[src/rtl/snap_pkg.sv]
package snap_pkg;
  // clock and refresh timing
  localparam int          CLK_PERIOD_NS   = 100;
  localparam int          TICK_MS         = 1;
  localparam int          TICK_CYC        = TICK_MS * 1_000_000 / CLK_PERIOD_NS;
  localparam int          INTERVAL_MIN_MS = 1000;
  localparam int          INTERVAL_MAX_MS = 65535;
  localparam logic [15:0] INTERVAL_RST    = 16'h03E8;

  // widths
  localparam int ADDR_W   = 32;
  localparam int ADDRESS_SPACE_IDENTIFIER_W   = 8;
  localparam int STAT_W   = 2;
  localparam int RATIO_W  = 16;
  localparam int PRIO_W   = 4;
  localparam int IB_CODE_W = 4;
  localparam int EB_CODE_W = 7;

  // internal bus state code bits
  localparam int IB_ACC = 3;
  localparam int IB_WR  = 2;
  // external bus state code bits
  localparam int EB_UNIT_HI = 6;
  localparam int EB_MODE    = 5;
  localparam int EB_DMA     = 4;
  localparam int EB_UNIT1   = 3;
  localparam int EB_UNIT0   = 2;
  localparam int EB_WR      = 1;
  localparam int EB_ACC     = 0;

  // apb register offsets
  localparam logic [7:0] OFS_CTRL   = 8'h00;
  localparam logic [7:0] OFS_CMD    = 8'h04;
  localparam logic [7:0] OFS_IVAL   = 8'h08;
  localparam logic [7:0] OFS_STAT   = 8'h0C;
  localparam logic [7:0] OFS_IB     = 8'h10;
  localparam logic [7:0] OFS_IBADDR = 8'h14;
  localparam logic [7:0] OFS_EB     = 8'h18;
  localparam logic [7:0] OFS_EBADDR = 8'h1C;
  localparam logic [7:0] OFS_MISC   = 8'h20;
  localparam logic [7:0] OFS_RATIO  = 8'h24;

  // control register fields and reset value
  localparam int         CTRL_AUTO  = 0;
  localparam int         CTRL_BRK   = 1;
  localparam int         CTRL_MODE  = 2;
  localparam int         CTRL_LVL   = 4;
  localparam logic [7:0] CTRL_RST   = 8'h00;

  typedef enum logic [2:0] {
    UNIT_8, UNIT_16, UNIT_32, UNIT_64, UNIT_32B
  } dma_unit_t;

  typedef enum logic [1:0] {
    IRQ_HOLD     = 2'b00,
    IRQ_NMI_ONLY = 2'b01,
    IRQ_ABOVE    = 2'b10
  } brk_irq_mode_t;

  typedef enum logic [1:0] {
    DEV_IDLE = 2'b00,
    DEV_CAP  = 2'b01,
    DEV_ANS  = 2'b11
  } dev_state_t;

  typedef enum logic [1:0] {
    HST_IDLE = 2'b00,
    HST_REQ  = 2'b01,
    HST_WAIT = 2'b11
  } hst_state_t;
endpackage : snap_pkg

[src/rtl/snap_if.sv]
interface snap_if;
  logic                            req;
  logic                            ack;
  logic                            brk;
  logic [1:0]                      irq_mode;
  logic [snap_pkg::PRIO_W-1:0]     irq_level;
  logic                            valid;
  logic                            sleep;
  logic [snap_pkg::IB_CODE_W-1:0]  ib_code;
  logic [snap_pkg::ADDR_W-1:0]     ib_addr;
  logic [snap_pkg::EB_CODE_W-1:0]  eb_code;
  logic [snap_pkg::ADDR_W-1:0]     eb_addr;
  logic                            at_bit;
  logic [snap_pkg::ADDRESS_SPACE_IDENTIFIER_W-1:0]     address_space_identifier;
  logic [snap_pkg::STAT_W-1:0]     status_pins;
  logic [snap_pkg::RATIO_W-1:0]    clk_ratio;

  modport dev (input req, brk, irq_mode, irq_level,
               output ack, valid, sleep, ib_code, ib_addr, eb_code,
               eb_addr, at_bit, address_space_identifier, status_pins, clk_ratio);
  modport host (output req, brk, irq_mode, irq_level,
                input ack, valid, sleep, ib_code, ib_addr, eb_code,
                eb_addr, at_bit, address_space_identifier, status_pins, clk_ratio);
endinterface : snap_if

[src/rtl/snap_code_enc.sv]
module snap_code_enc (
  input  wire logic                           ls_valid_i,
  input  wire logic                           ls_write_i,
  input  wire logic [1:0]                     ls_size_i,
  input  wire logic                           ext_valid_i,
  input  wire logic                           ext_write_i,
  input  wire logic                           ext_dma_i,
  input  wire logic                           ext_steal_i,
  input  wire snap_pkg::dma_unit_t            ext_unit_i,
  output logic [snap_pkg::IB_CODE_W-1:0]      ib_code_o,
  output logic [snap_pkg::EB_CODE_W-1:0]      eb_code_o
);
  always_comb begin
    ib_code_o = '0;
    ib_code_o[snap_pkg::IB_ACC] = ls_valid_i;
    if (ls_valid_i) begin
      ib_code_o[snap_pkg::IB_WR] = ls_write_i;
      ib_code_o[1:0]             = ls_size_i;
    end
  end

  always_comb begin
    eb_code_o = '0;
    eb_code_o[snap_pkg::EB_ACC] = ext_valid_i;
    if (ext_valid_i) begin
      eb_code_o[snap_pkg::EB_WR]  = ext_write_i;
      eb_code_o[snap_pkg::EB_DMA] = ext_dma_i;
      // unit reflects the on-chip access size, cpu accesses too
      unique case (ext_unit_i)
        snap_pkg::UNIT_8:   eb_code_o[3:2] = 2'h1;
        snap_pkg::UNIT_16:  eb_code_o[3:2] = 2'h2;
        snap_pkg::UNIT_32:  eb_code_o[3:2] = 2'h3;
        snap_pkg::UNIT_64:  eb_code_o[3:2] = 2'h0;
        snap_pkg::UNIT_32B: eb_code_o[3:2] = 2'h0;
        default:            eb_code_o[3:2] = 2'h0;
      endcase
      if (ext_dma_i) begin
        // mode and unit bit 6 mean nothing for a cpu access
        eb_code_o[snap_pkg::EB_MODE]    = ext_steal_i;
        eb_code_o[snap_pkg::EB_UNIT_HI] =
          (ext_unit_i == snap_pkg::UNIT_32B);
      end
    end
  end
endmodule : snap_code_enc

[src/rtl/snap_monitor.sv]
// How it works
// - internal code bit 3 flags load/store access
// - bit 3 low: other internal fields invalid
// - internal code bit 2: read 0, write 1
// - internal bits 1:0 give access width
// - external bit 5: burst 0, cycle steal 1
// - external bit 4: CPU 0, DMA 1
// - bits 6,3,2 give DMA transfer unit
// - external bit 1: read 0, write 1
// - external bit 0 flags access, else invalid
// - CPU access: bits 5 and 6 invalid
// - capture internal bus address
// - capture external bus address
// - capture translation enable and space id
// - capture status pin levels
// - samples valid only while program runs
// - sleep: only status pins and ratio
// - host refresh interval 1000 to 65535 ms
// - hold interrupts arriving during break
// - break servicing: NMI only or above level
//
// Local design decisions: the APB slave port and the register addresses.
module snap_monitor (
  input  wire logic                          ref_clk_i,
  input  wire logic                          rst_b_i,
  snap_if.dev                                lnk,
  input  wire logic                          cpu_reset_i,
  input  wire logic                          cpu_sleep_i,
  input  wire logic                          ls_valid_i,
  input  wire logic                          ls_write_i,
  input  wire logic [1:0]                    ls_size_i,
  input  wire logic [snap_pkg::ADDR_W-1:0]   ls_addr_i,
  input  wire logic                          ext_valid_i,
  input  wire logic                          ext_write_i,
  input  wire logic                          ext_dma_i,
  input  wire logic                          ext_steal_i,
  input  wire snap_pkg::dma_unit_t           ext_unit_i,
  input  wire logic [snap_pkg::ADDR_W-1:0]   ext_addr_i,
  input  wire logic                          mmu_at_i,
  input  wire logic [snap_pkg::ADDRESS_SPACE_IDENTIFIER_W-1:0]   address_space_identifier_i,
  input  wire logic [snap_pkg::STAT_W-1:0]   status_pins_i,
  input  wire logic [snap_pkg::RATIO_W-1:0]  clk_ratio_i,
  input  wire logic                          int_irq_i,
  input  wire logic                          ext_irq_i,
  input  wire logic                          nmi_i,
  input  wire logic [snap_pkg::PRIO_W-1:0]   irq_prio_i,
  output logic                               irq_take_o,
  output logic                               irq_take_nmi_o,
  output logic [snap_pkg::PRIO_W-1:0]        irq_take_prio_o,
  output logic                               irq_pending_o
);
  snap_pkg::dev_state_t                  state_r;
  snap_pkg::dev_state_t                  state_nxt;
  logic [snap_pkg::IB_CODE_W-1:0]        ib_code;
  logic [snap_pkg::EB_CODE_W-1:0]        eb_code;
  logic                                  ext_irq_prev_r;
  logic                                  irq_evt;
  logic                                  evt_ok;
  logic                                  pend_ok;
  logic                                  pend_r;
  logic                                  pend_nmi_r;
  logic [snap_pkg::PRIO_W-1:0]           pend_prio_r;
  logic                                  ack_r;
  logic                                  capture;

  // is an interrupt of this kind let through during a break
  function automatic logic brk_allows(
    input logic                        mode_ok_nmi,
    input logic [1:0]                  mode,
    input logic [snap_pkg::PRIO_W-1:0] prio,
    input logic [snap_pkg::PRIO_W-1:0] level
  );
    logic ok;
    ok = 1'b0;
    if (mode == snap_pkg::IRQ_NMI_ONLY) begin
      ok = mode_ok_nmi;
    end else if (mode == snap_pkg::IRQ_ABOVE) begin
      ok = mode_ok_nmi || (prio > level);
    end
    return ok;
  endfunction : brk_allows

  snap_code_enc u_enc (
    .ls_valid_i  (ls_valid_i),
    .ls_write_i  (ls_write_i),
    .ls_size_i   (ls_size_i),
    .ext_valid_i (ext_valid_i),
    .ext_write_i (ext_write_i),
    .ext_dma_i   (ext_dma_i),
    .ext_steal_i (ext_steal_i),
    .ext_unit_i  (ext_unit_i),
    .ib_code_o   (ib_code),
    .eb_code_o   (eb_code)
  );

  // request handshake: idle, capture, answer
  always_comb begin
    state_nxt = state_r;
    unique case (state_r)
      snap_pkg::DEV_IDLE: if (lnk.req) state_nxt = snap_pkg::DEV_CAP;
      snap_pkg::DEV_CAP:  state_nxt = snap_pkg::DEV_ANS;
      snap_pkg::DEV_ANS:  if (!lnk.req) state_nxt = snap_pkg::DEV_IDLE;
      default:            state_nxt = snap_pkg::DEV_IDLE;
    endcase
  end

  always_ff @(posedge ref_clk_i or negedge rst_b_i) begin
    if (!rst_b_i) begin
      state_r <= snap_pkg::DEV_IDLE;
    end else begin
      state_r <= state_nxt;
    end
  end

  assign capture = (state_r == snap_pkg::DEV_CAP);

  always_ff @(posedge ref_clk_i or negedge rst_b_i) begin
    if (!rst_b_i) begin
      ack_r <= 1'b0;
    end else begin
      ack_r <= capture;
    end
  end
  assign lnk.ack = ack_r;

  // one snapshot register bank, loaded in a single edge
  always_ff @(posedge ref_clk_i or negedge rst_b_i) begin
    if (!rst_b_i) begin
      lnk.valid       <= 1'b0;
      lnk.sleep       <= 1'b0;
      lnk.ib_code     <= '0;
      lnk.ib_addr     <= '0;
      lnk.eb_code     <= '0;
      lnk.eb_addr     <= '0;
      lnk.at_bit      <= 1'b0;
      lnk.address_space_identifier        <= '0;
      lnk.status_pins <= '0;
      lnk.clk_ratio   <= '0;
    end else if (capture) begin
      lnk.valid       <= !lnk.brk && !cpu_reset_i;
      lnk.sleep       <= cpu_sleep_i;
      lnk.status_pins <= status_pins_i;
      lnk.clk_ratio   <= clk_ratio_i;
      if (cpu_sleep_i) begin
        // asleep: everything but pins, ratio, valid and the sleep flag reads zero
        lnk.ib_code <= '0;
        lnk.ib_addr <= '0;
        lnk.eb_code <= '0;
        lnk.eb_addr <= '0;
        lnk.at_bit  <= 1'b0;
        lnk.address_space_identifier    <= '0;
      end else begin
        lnk.ib_code <= ib_code;
        lnk.ib_addr <= ls_valid_i ? ls_addr_i : '0;
        lnk.eb_code <= eb_code;
        lnk.eb_addr <= ext_valid_i ? ext_addr_i : '0;
        lnk.at_bit  <= mmu_at_i;
        lnk.address_space_identifier    <= address_space_identifier_i;
      end
    end
  end

  // interrupt holding during a break
  always_ff @(posedge ref_clk_i or negedge rst_b_i) begin
    if (!rst_b_i) begin
      ext_irq_prev_r <= 1'b0;
    end else begin
      ext_irq_prev_r <= ext_irq_i;
    end
  end

  assign irq_evt = int_irq_i || nmi_i || (ext_irq_i && !ext_irq_prev_r);
  assign evt_ok  = !lnk.brk ||
                   brk_allows(nmi_i, lnk.irq_mode, irq_prio_i,
                              lnk.irq_level);
  assign pend_ok = !lnk.brk ||
                   brk_allows(pend_nmi_r, lnk.irq_mode, pend_prio_r,
                              lnk.irq_level);

  always_ff @(posedge ref_clk_i or negedge rst_b_i) begin
    if (!rst_b_i) begin
      pend_r      <= 1'b0;
      pend_nmi_r  <= 1'b0;
      pend_prio_r <= '0;
    end else if (irq_evt && (!evt_ok || (pend_r && pend_ok))) begin
      // new event kept even while the old one is released
      pend_r      <= 1'b1;
      pend_nmi_r  <= (pend_r && !pend_ok && pend_nmi_r) || nmi_i;
      pend_prio_r <= (pend_r && !pend_ok && pend_prio_r > irq_prio_i) ?
                     pend_prio_r : irq_prio_i;
    end else if (pend_r && pend_ok) begin
      pend_r      <= 1'b0;
      pend_nmi_r  <= 1'b0;
      pend_prio_r <= '0;
    end
  end

  always_ff @(posedge ref_clk_i or negedge rst_b_i) begin
    if (!rst_b_i) begin
      irq_take_o      <= 1'b0;
      irq_take_nmi_o  <= 1'b0;
      irq_take_prio_o <= '0;
    end else if (pend_r && pend_ok) begin
      irq_take_o      <= 1'b1;
      irq_take_nmi_o  <= pend_nmi_r;
      irq_take_prio_o <= pend_prio_r;
    end else if (irq_evt && evt_ok) begin
      irq_take_o      <= 1'b1;
      irq_take_nmi_o  <= nmi_i;
      irq_take_prio_o <= irq_prio_i;
    end else begin
      irq_take_o      <= 1'b0;
      irq_take_nmi_o  <= 1'b0;
      irq_take_prio_o <= '0;
    end
  end

  assign irq_pending_o = pend_r;
endmodule : snap_monitor

[src/flat_wrapper.sv]
// flat-port wrapper written by rule: the top's interface ports become plain ports
module snap_monitor_flat 
  (ref_clk_i, rst_b_i, cpu_reset_i, cpu_sleep_i, ls_valid_i, ls_write_i, ls_size_i, ls_addr_i, ext_valid_i, ext_write_i, ext_dma_i, ext_steal_i, ext_unit_i, ext_addr_i, mmu_at_i, address_space_identifier_i, status_pins_i, clk_ratio_i, int_irq_i, ext_irq_i, nmi_i, irq_prio_i, irq_take_o, irq_take_nmi_o, irq_take_prio_o, irq_pending_o, lnk_req, lnk_brk, lnk_irq_mode, lnk_irq_level, lnk_ack, lnk_valid, lnk_sleep, lnk_ib_code, lnk_ib_addr, lnk_eb_code, lnk_eb_addr, lnk_at_bit, lnk_address_space_identifier, lnk_status_pins, lnk_clk_ratio);
  snap_if lnk_i ();
  input  wire logic ref_clk_i;
  input  wire logic rst_b_i;
  input  wire logic cpu_reset_i;
  input  wire logic cpu_sleep_i;
  input  wire logic ls_valid_i;
  input  wire logic ls_write_i;
  input  wire logic [1:0] ls_size_i;
  input  wire logic [snap_pkg::ADDR_W-1:0] ls_addr_i;
  input  wire logic ext_valid_i;
  input  wire logic ext_write_i;
  input  wire logic ext_dma_i;
  input  wire logic ext_steal_i;
  input  wire snap_pkg::dma_unit_t ext_unit_i;
  input  wire logic [snap_pkg::ADDR_W-1:0] ext_addr_i;
  input  wire logic mmu_at_i;
  input  wire logic [snap_pkg::ADDRESS_SPACE_IDENTIFIER_W-1:0] address_space_identifier_i;
  input  wire logic [snap_pkg::STAT_W-1:0] status_pins_i;
  input  wire logic [snap_pkg::RATIO_W-1:0] clk_ratio_i;
  input  wire logic int_irq_i;
  input  wire logic ext_irq_i;
  input  wire logic nmi_i;
  input  wire logic [snap_pkg::PRIO_W-1:0] irq_prio_i;
  output logic irq_take_o;
  output logic irq_take_nmi_o;
  output logic [snap_pkg::PRIO_W-1:0] irq_take_prio_o;
  output logic irq_pending_o;
  input wire logic [$bits(lnk_i.req)-1:0] lnk_req;
  input wire logic [$bits(lnk_i.brk)-1:0] lnk_brk;
  input wire logic [$bits(lnk_i.irq_mode)-1:0] lnk_irq_mode;
  input wire logic [$bits(lnk_i.irq_level)-1:0] lnk_irq_level;
  output wire logic [$bits(lnk_i.ack)-1:0] lnk_ack;
  output wire logic [$bits(lnk_i.valid)-1:0] lnk_valid;
  output wire logic [$bits(lnk_i.sleep)-1:0] lnk_sleep;
  output wire logic [$bits(lnk_i.ib_code)-1:0] lnk_ib_code;
  output wire logic [$bits(lnk_i.ib_addr)-1:0] lnk_ib_addr;
  output wire logic [$bits(lnk_i.eb_code)-1:0] lnk_eb_code;
  output wire logic [$bits(lnk_i.eb_addr)-1:0] lnk_eb_addr;
  output wire logic [$bits(lnk_i.at_bit)-1:0] lnk_at_bit;
  output wire logic [$bits(lnk_i.address_space_identifier)-1:0] lnk_address_space_identifier;
  output wire logic [$bits(lnk_i.status_pins)-1:0] lnk_status_pins;
  output wire logic [$bits(lnk_i.clk_ratio)-1:0] lnk_clk_ratio;
  assign lnk_i.req = lnk_req;
  assign lnk_i.brk = lnk_brk;
  assign lnk_i.irq_mode = lnk_irq_mode;
  assign lnk_i.irq_level = lnk_irq_level;
  assign lnk_ack = lnk_i.ack;
  assign lnk_valid = lnk_i.valid;
  assign lnk_sleep = lnk_i.sleep;
  assign lnk_ib_code = lnk_i.ib_code;
  assign lnk_ib_addr = lnk_i.ib_addr;
  assign lnk_eb_code = lnk_i.eb_code;
  assign lnk_eb_addr = lnk_i.eb_addr;
  assign lnk_at_bit = lnk_i.at_bit;
  assign lnk_address_space_identifier = lnk_i.address_space_identifier;
  assign lnk_status_pins = lnk_i.status_pins;
  assign lnk_clk_ratio = lnk_i.clk_ratio;
  snap_monitor u_core (.ref_clk_i(ref_clk_i), .rst_b_i(rst_b_i), .lnk(lnk_i), .cpu_reset_i(cpu_reset_i), .cpu_sleep_i(cpu_sleep_i), .ls_valid_i(ls_valid_i), .ls_write_i(ls_write_i), .ls_size_i(ls_size_i), .ls_addr_i(ls_addr_i), .ext_valid_i(ext_valid_i), .ext_write_i(ext_write_i), .ext_dma_i(ext_dma_i), .ext_steal_i(ext_steal_i), .ext_unit_i(ext_unit_i), .ext_addr_i(ext_addr_i), .mmu_at_i(mmu_at_i), .address_space_identifier_i(address_space_identifier_i), .status_pins_i(status_pins_i), .clk_ratio_i(clk_ratio_i), .int_irq_i(int_irq_i), .ext_irq_i(ext_irq_i), .nmi_i(nmi_i), .irq_prio_i(irq_prio_i), .irq_take_o(irq_take_o), .irq_take_nmi_o(irq_take_nmi_o), .irq_take_prio_o(irq_take_prio_o), .irq_pending_o(irq_pending_o));
endmodule
[config.mk]
export PLATFORM = sky130hd
export DESIGN_NAME = snap_monitor_flat
export DESIGN_NICKNAME = d
export VERILOG_FILES = /design/src/rtl/snap_pkg.sv /design/src/rtl/snap_if.sv /design/src/rtl/snap_code_enc.sv /design/src/rtl/snap_monitor.sv /design/src/flat_wrapper.sv
export SDC_FILE = /design/constraint.sdc
export NUM_CORES = 1
export LEC_CHECK = 0
export BUFFER_PORTS_ARGS = -buffer_cell sky130_fd_sc_hd__buf_2
export CAP_MARGIN = 15
export CORE_MARGIN = 1
export CORE_UTILIZATION = 46
export DETAILED_ROUTE_END_ITERATION = 7
export PLACE_DENSITY = 0.88
export SLEW_MARGIN = 20
export SYNTH_ARGS = -nofsm -noshare
export SYNTH_HDL_FRONTEND = slang
export SYNTH_SLANG_ARGS = --single-unit
[constraint.sdc]
create_clock -name ref_clk_i -period 2.3 [get_ports ref_clk_i]
set_clock_uncertainty 0.05 [all_clocks]
set_input_delay 0.115 -clock ref_clk_i [delete_from_list [all_inputs] [get_ports ref_clk_i]]
set_output_delay 0.115 -clock ref_clk_i [all_outputs]
set_load 0.03 [all_outputs]
After elaboration in Yosys (flattened, before gate mapping). Index checks and enable logic that the tools add are counted.

Bits in registers: 120. Output and inout bits: 112. Word-level logic and storage cells: 89.

Magnitude comparators: 3. Eq/ne operators: 10. Muxes and demuxes: 31. Reductions and logical operators: 26.

Operators with widths (number): 32-bit 2-to-1 mux (4); 4-bit 2-to-1 mux (6); 4-bit greater-than comparator (3); 1-bit 2-to-1 mux (12); 2-bit one-hot mux with 3 select lines (2); 1-bit logical AND (8); 1-bit logical OR (8); 8-bit 2-to-1 mux (1); 7-bit 2-to-1 mux (1); 2-bit 2-to-1 mux (3); 6-bit 2-to-1 mux (1); 2-bit != test (second input constant) (3); 1-bit zero test (5); 2-bit by 1-bit equality test with 1-bit output (second input constant) (2); 2-bit equality test (second input constant) (2); 2-bit AND reduction (2); 3-bit by 1-bit equality test with 1-bit output (second input constant) (1); 3-bit by 2-bit equality test with 1-bit output (second input constant) (1); 3-bit equality test (second input constant) (1); 3-bit zero test (1); 3-bit 2-to-1 mux (1); 2-bit zero test (1); 2-bit nonzero test (1).

Depth between registers and ports, before layout.
Word-level depth: 10. Mapped depth: 9. Mapped depth without buffers: 8.

By module. A second synthesis with hierarchy kept.

Cell total of the unflattened synthesis: 437. Area total of the unflattened synthesis: 4922.2 um^2.

By module, submodules not included: snap_monitor (times used 1, cells an instance 423, area an instance 4832.1 um^2, seq. area each 3002.9 um^2); snap_code_enc (times used 1, cells an instance 14, area an instance 90.1 um^2, seq. area each 0.0 um^2).

Least setup slack after synthesis. Ideal clock, no wire load.

Kind: flip-flop to flip-flop. Start: reg u_core.pend_prio_r[3] (netlist bit). End: reg u_core.pend_prio_r[0] (netlist bit). Library setup time: 125 ps. Arrival time: 1592 ps. Path slack: 533 ps. Cell stages (with the launch flop): 8. Path buffers: 1. Path through: dfrtp_1 -> ha_1 -> a21oi_1 -> o21ai_0 -> a41o_2 -> buf_6 -> a21oi_2 -> o2bb2ai_1.

Longest elaborated chain between the ends: 10. Elaborated cells on any way between the ends: 16. Classes of those cells: order compare (2); eq/ne (1); mux (3); reduce/logical (10).

Ends and longest elaborated chain: start: declaration (RTL line snap_monitor.sv:62) `logic [snap_pkg::PRIO_W-1:0] pend_prio_r;`; start signal: assignment (RTL line snap_monitor.sv:189) `pend_prio_r <= (pend_r && !pend_ok && pend_prio_r > irq_prio_i) ?`; 4-bit greater-than comparator (RTL line snap_monitor.sv:78) `ok = mode_ok_nmi || (prio > level);`; 1-bit logical OR (RTL line snap_monitor.sv:78); 1-bit 2-to-1 mux (RTL line snap_monitor.sv:77) `end else if (mode == snap_pkg::IRQ_ABOVE) begin`; 1-bit 2-to-1 mux (RTL line snap_monitor.sv:75) `if (mode == snap_pkg::IRQ_NMI_ONLY) begin`; 1-bit logical OR (RTL line snap_monitor.sv:176) `assign pend_ok = !lnk.brk ||`; 1-bit zero test / 1-bit logical AND (equally long branches) (RTL line snap_monitor.sv:189, snap_monitor.sv:185, snap_monitor.sv:191); 1-bit logical AND / 1-bit logical OR (equally long branches) (RTL line snap_monitor.sv:189, snap_monitor.sv:185); 1-bit logical AND (on tied branches) (RTL line snap_monitor.sv:189, snap_monitor.sv:185); 2-bit != test (no source line) / 2-bit nonzero test (equally long branches); 2-bit AND reduction (no source line).

Several ways; a longest one is shown, not always the timed one. A chain may end at the register's enable or synchronous reset.

Worst setup path after layout.
Start: reg u_core.state_r[1]. End: reg u_core.lnk.eb_code[5].

Longest elaborated chain between the ends: 1.

Ends and longest elaborated chain: start: declaration (RTL line snap_monitor.sv:52) `snap_pkg::dev_state_t state_r;`; start signal: assignment (RTL line snap_monitor.sv:109) `state_r <= snap_pkg::DEV_IDLE;`; start signal: assignment (RTL line snap_monitor.sv:111) `state_r <= state_nxt;`; 2-bit by 1-bit equality test with 1-bit output (RTL line snap_monitor.sv:115) `assign capture = (state_r == snap_pkg::DEV_CAP);`; end: declaration (RTL line snap_if.sv:19) `output ack, valid, sleep, ib_code, ib_addr, eb_code,`.

No other way between the ends.

==> flow_metrics.tcl <==
set metrics [dict create \
    outcome "finished, final reports clean" \
    synth_edf_count 0 \
    clk_latency_ps 490 \
    syn_inst 412 \
    drive_above_1_share_pct 35.1 \
    vias_per_cell 5.33 \
    crit_slowest_cell "dlygate4sd3_1" \
    ys.flop_type "dfrtp_1" \
    clkTransAtPathRegs_ps 60 \
    dr_total_vias 4891 \
    crit_required_ps 2680 \
    track_usage_pct 32.2 \
    crit_type "reg -> reg" \
    wirelength_mm 16.9 \
    cts_buffers 17 \
    num_rows 36 \
    die-area_mm2 0.0108 \
    fmax_ghz 0.463 \
    fp.dieW_um 104 \
    drv_cap 0 \
    grt_pass1_wl_mm 26.9 \
    ant_nets 0 \
    setup_viol 0 \
    reg2reg_slack_ps 140 \
    io_pins 233 \
    routedWlPerCell_um 18.5 \
    drc 0 \
    ys_seq_area_share_pct 62.6 \
    worstPathArrival_ps 2540 \
    synthesis.area_mm2 0.00479 \
    clkSinkCount 120 \
    synth.avg_cell_area_um2 11.6 \
    overflow 0 \
    yosysTopAreaCell "dfrtp_1" \
    drv_slew 0 \
    hp-class "in -> async" \
    rsz0062_at_grt "false" \
    critPathMaxStageDelay_ps 550 \
    die_height_um 104 \
    core_mm2 0.00995 \
    max-vdd-ir-drop_mv 0.808 \
    synth_nets 545 \
    worstMarginPinSlew_ps 665 \
    antenna_cells 0 \
    cts_tree "done" \
    fin_hold_ws_ps 95.2 \
    yosys-top-cells-count "dfrtp_1, nand2_1, a22o_1, inv_1, o21ai_0" \
    nNetsFinal 904 \
    ys_top_cells_by_area "dfrtp_1, a22o_1, nand2_1" \
    rr_endpoint "u_core.lnk.eb_code[5]$_DFFE_PN0P_" \
    crit_fanout 36 \
    globalplace.congestion 0.928 \
    async_flop_share_pct 100 \
    slew-limit-headroom_pct 55.2 \
    syn_to_final_growth_pct 65.6 \
    grt_pass1_vias 5051 \
    reg2reg_from "u_core.state_r[1]$_DFFE_PN0P_" \
    start_util_pct 48.2 \
    finalCritPeriodShare_pct 94.0 \
    powerDensity_mw_per_mm2 1360 \
    drt_iter0_drc 373 \
    synth_top_area_share_pct 62.6 \
    leakage_nw 4.26 \
    clockBufferDepth 2 \
    place.port_buffers 232 \
    yosysMostFrequentCell "dfrtp_1" \
    cts_max_level 4 \
    worst_setup_path_start_kind "register" \
    ys_ff_latch 120 \
    worstPathCellList "nand2b_4, nor2_2, and2_1, buf_4, a32o_1, dlygate4sd3_1" \
    layout_min_cycle_time_ps 2160 \
    dr.pass1.iters 5 \
    reg2reg_depth 6 \
    grt_max_degree 77 \
    synth_warnings 0 \
    fin_tns_setup_ps 0 \
    antenna_found_initial 0 \
    end_kind "register" \
    hpwl_mm 9.13 \
    synth.distinct_cells 41 \
    hold_violations 0 \
    cts_root_buf "clkbuf_8" \
]
## report_power, final
group	internal, mW	switching (mW)	total, mW
Sequential	2.95	0.544	3.49
Combinational	1.47	3.15	4.62
Clock	1.69	0.978	2.67
## worst max path at each step
stage / from / to / slack (ps) / depth (start not counted)
after detailed placement: u_core.pend_prio_r[3]$_DFFE_PN0P_ / u_core.pend_prio_r[3]$_DFFE_PN0P_ / 230 / 6
after CTS: u_core.state_r[1]$_DFFE_PN0P_ / u_core.lnk.eb_code[5]$_DFFE_PN0P_ / 140 / 6
after global placement: u_core.pend_prio_r[3]$_DFFE_PN0P_ / u_core.pend_prio_r[0]$_DFFE_PN0P_ / 350 / 6
after floorplan: u_core.pend_prio_r[3]$_DFFE_PN0P_ / u_core.pend_prio_r[0]$_DFFE_PN0P_ / 530 / 7
after global routing: u_core.pend_prio_r[3]$_DFFE_PN0P_ / u_core.pend_prio_r[3]$_DFFE_PN0P_ / 50 / 6
final: u_core.state_r[1]$_DFFE_PN0P_ / u_core.lnk.eb_code[5]$_DFFE_PN0P_ / 140 / 6
## state kept, by name, summed over array words and instances (netlist names), 2 cells and up
register	flops
u_core.lnk.address_space_identifier	8
u_core.lnk.eb_code	7
u_core.irq_take_prio_o	4
u_core.lnk.ib_addr	32
u_core.lnk.status_pins	2
u_core.pend_prio_r	4
u_core.lnk.eb_addr	32
u_core.lnk.ib_code	4
u_core.lnk.clk_ratio	16
u_core.state_r	2
## stage by stage
step,instances,util (%),power (mW),instance area (um2),worst slack [ps]
5_1_grt,917,79.8,11.2,7940,45.2
4_1_cts,917,79.8,10.6,7940,145
3_5_place_dp,757,60.8,7.73,6060,230
3_3_place_gp,757,60.8,7.59,6060,348
6_report,917,79.8,10.8,7940,138
2_1_floorplan,412,-,6.37,4790,533
## cells in the final DEF (no fill, tap or decap), types with 5 or more instances in the layout
| cell | instances |
|---|---|
| nand2_1 | 92 |
| buf_4 | 5 |
| dfrtp_1 | 120 |
| clkbuf_16 | 16 |
| inv_1 | 14 |
| a22o_1 | 70 |
| a21oi_1 | 7 |
| o31ai_1 | 6 |
| dlygate4sd3_1 | 128 |
| ha_1 | 12 |
| buf_2 | 231 |
| o21ai_0 | 14 |
| nand2b_1 | 10 |
## critical path: cells and delay by family, from the launching register on
| kind | cells | cell delay [ps] |
|---|---|---|
| flops | 1 | 390 |
| compound gates | 1 | 220 |
| buf+inv | 2 | 900 |
| simple gates | 3 | 520 |
## routing by layer
layer / wire length (um) / share of wire, % / GRT usage, %
met5: 0 / 0 / 0
met4: 666 / 3.9 / 15.9
met3: 1140 / 6.7 / 8.33
met2: 8850 / 52 / 56.9
met1: 6270 / 37 / 35.9
## cells by family after synthesis
family / after synthesis / share of synthesized area, %
AOI/OAI and AO/OA: 114 / 18.8
DFF: 120 / 62.6
buffers and inverters: 39 / 3.71
xor gates and xnor gates: 2 / 0.366
and+or+nand+nor: 125 / 11.3
adders and majority gates: 12 / 3.13
## area by class of cell
type                            count  area [um2]
Clock buffer                       19         432
Multi-Input combinational cell    253        1620
Clock inverter                     13         170
Inverter                           14        52.6
Fill cell                         527        2020
Timing Repair Buffer              365        2490
Sequential cell                   120        3000
Tap cell                          133         166
## what timing repair did
item	4_1_cts	5_1_grt
hold buffers	128	0
resized for setup	0	0
buffers inserted	0	0
endpoints found under the hold margin	161	0
(Power assumes the default switching activity.)
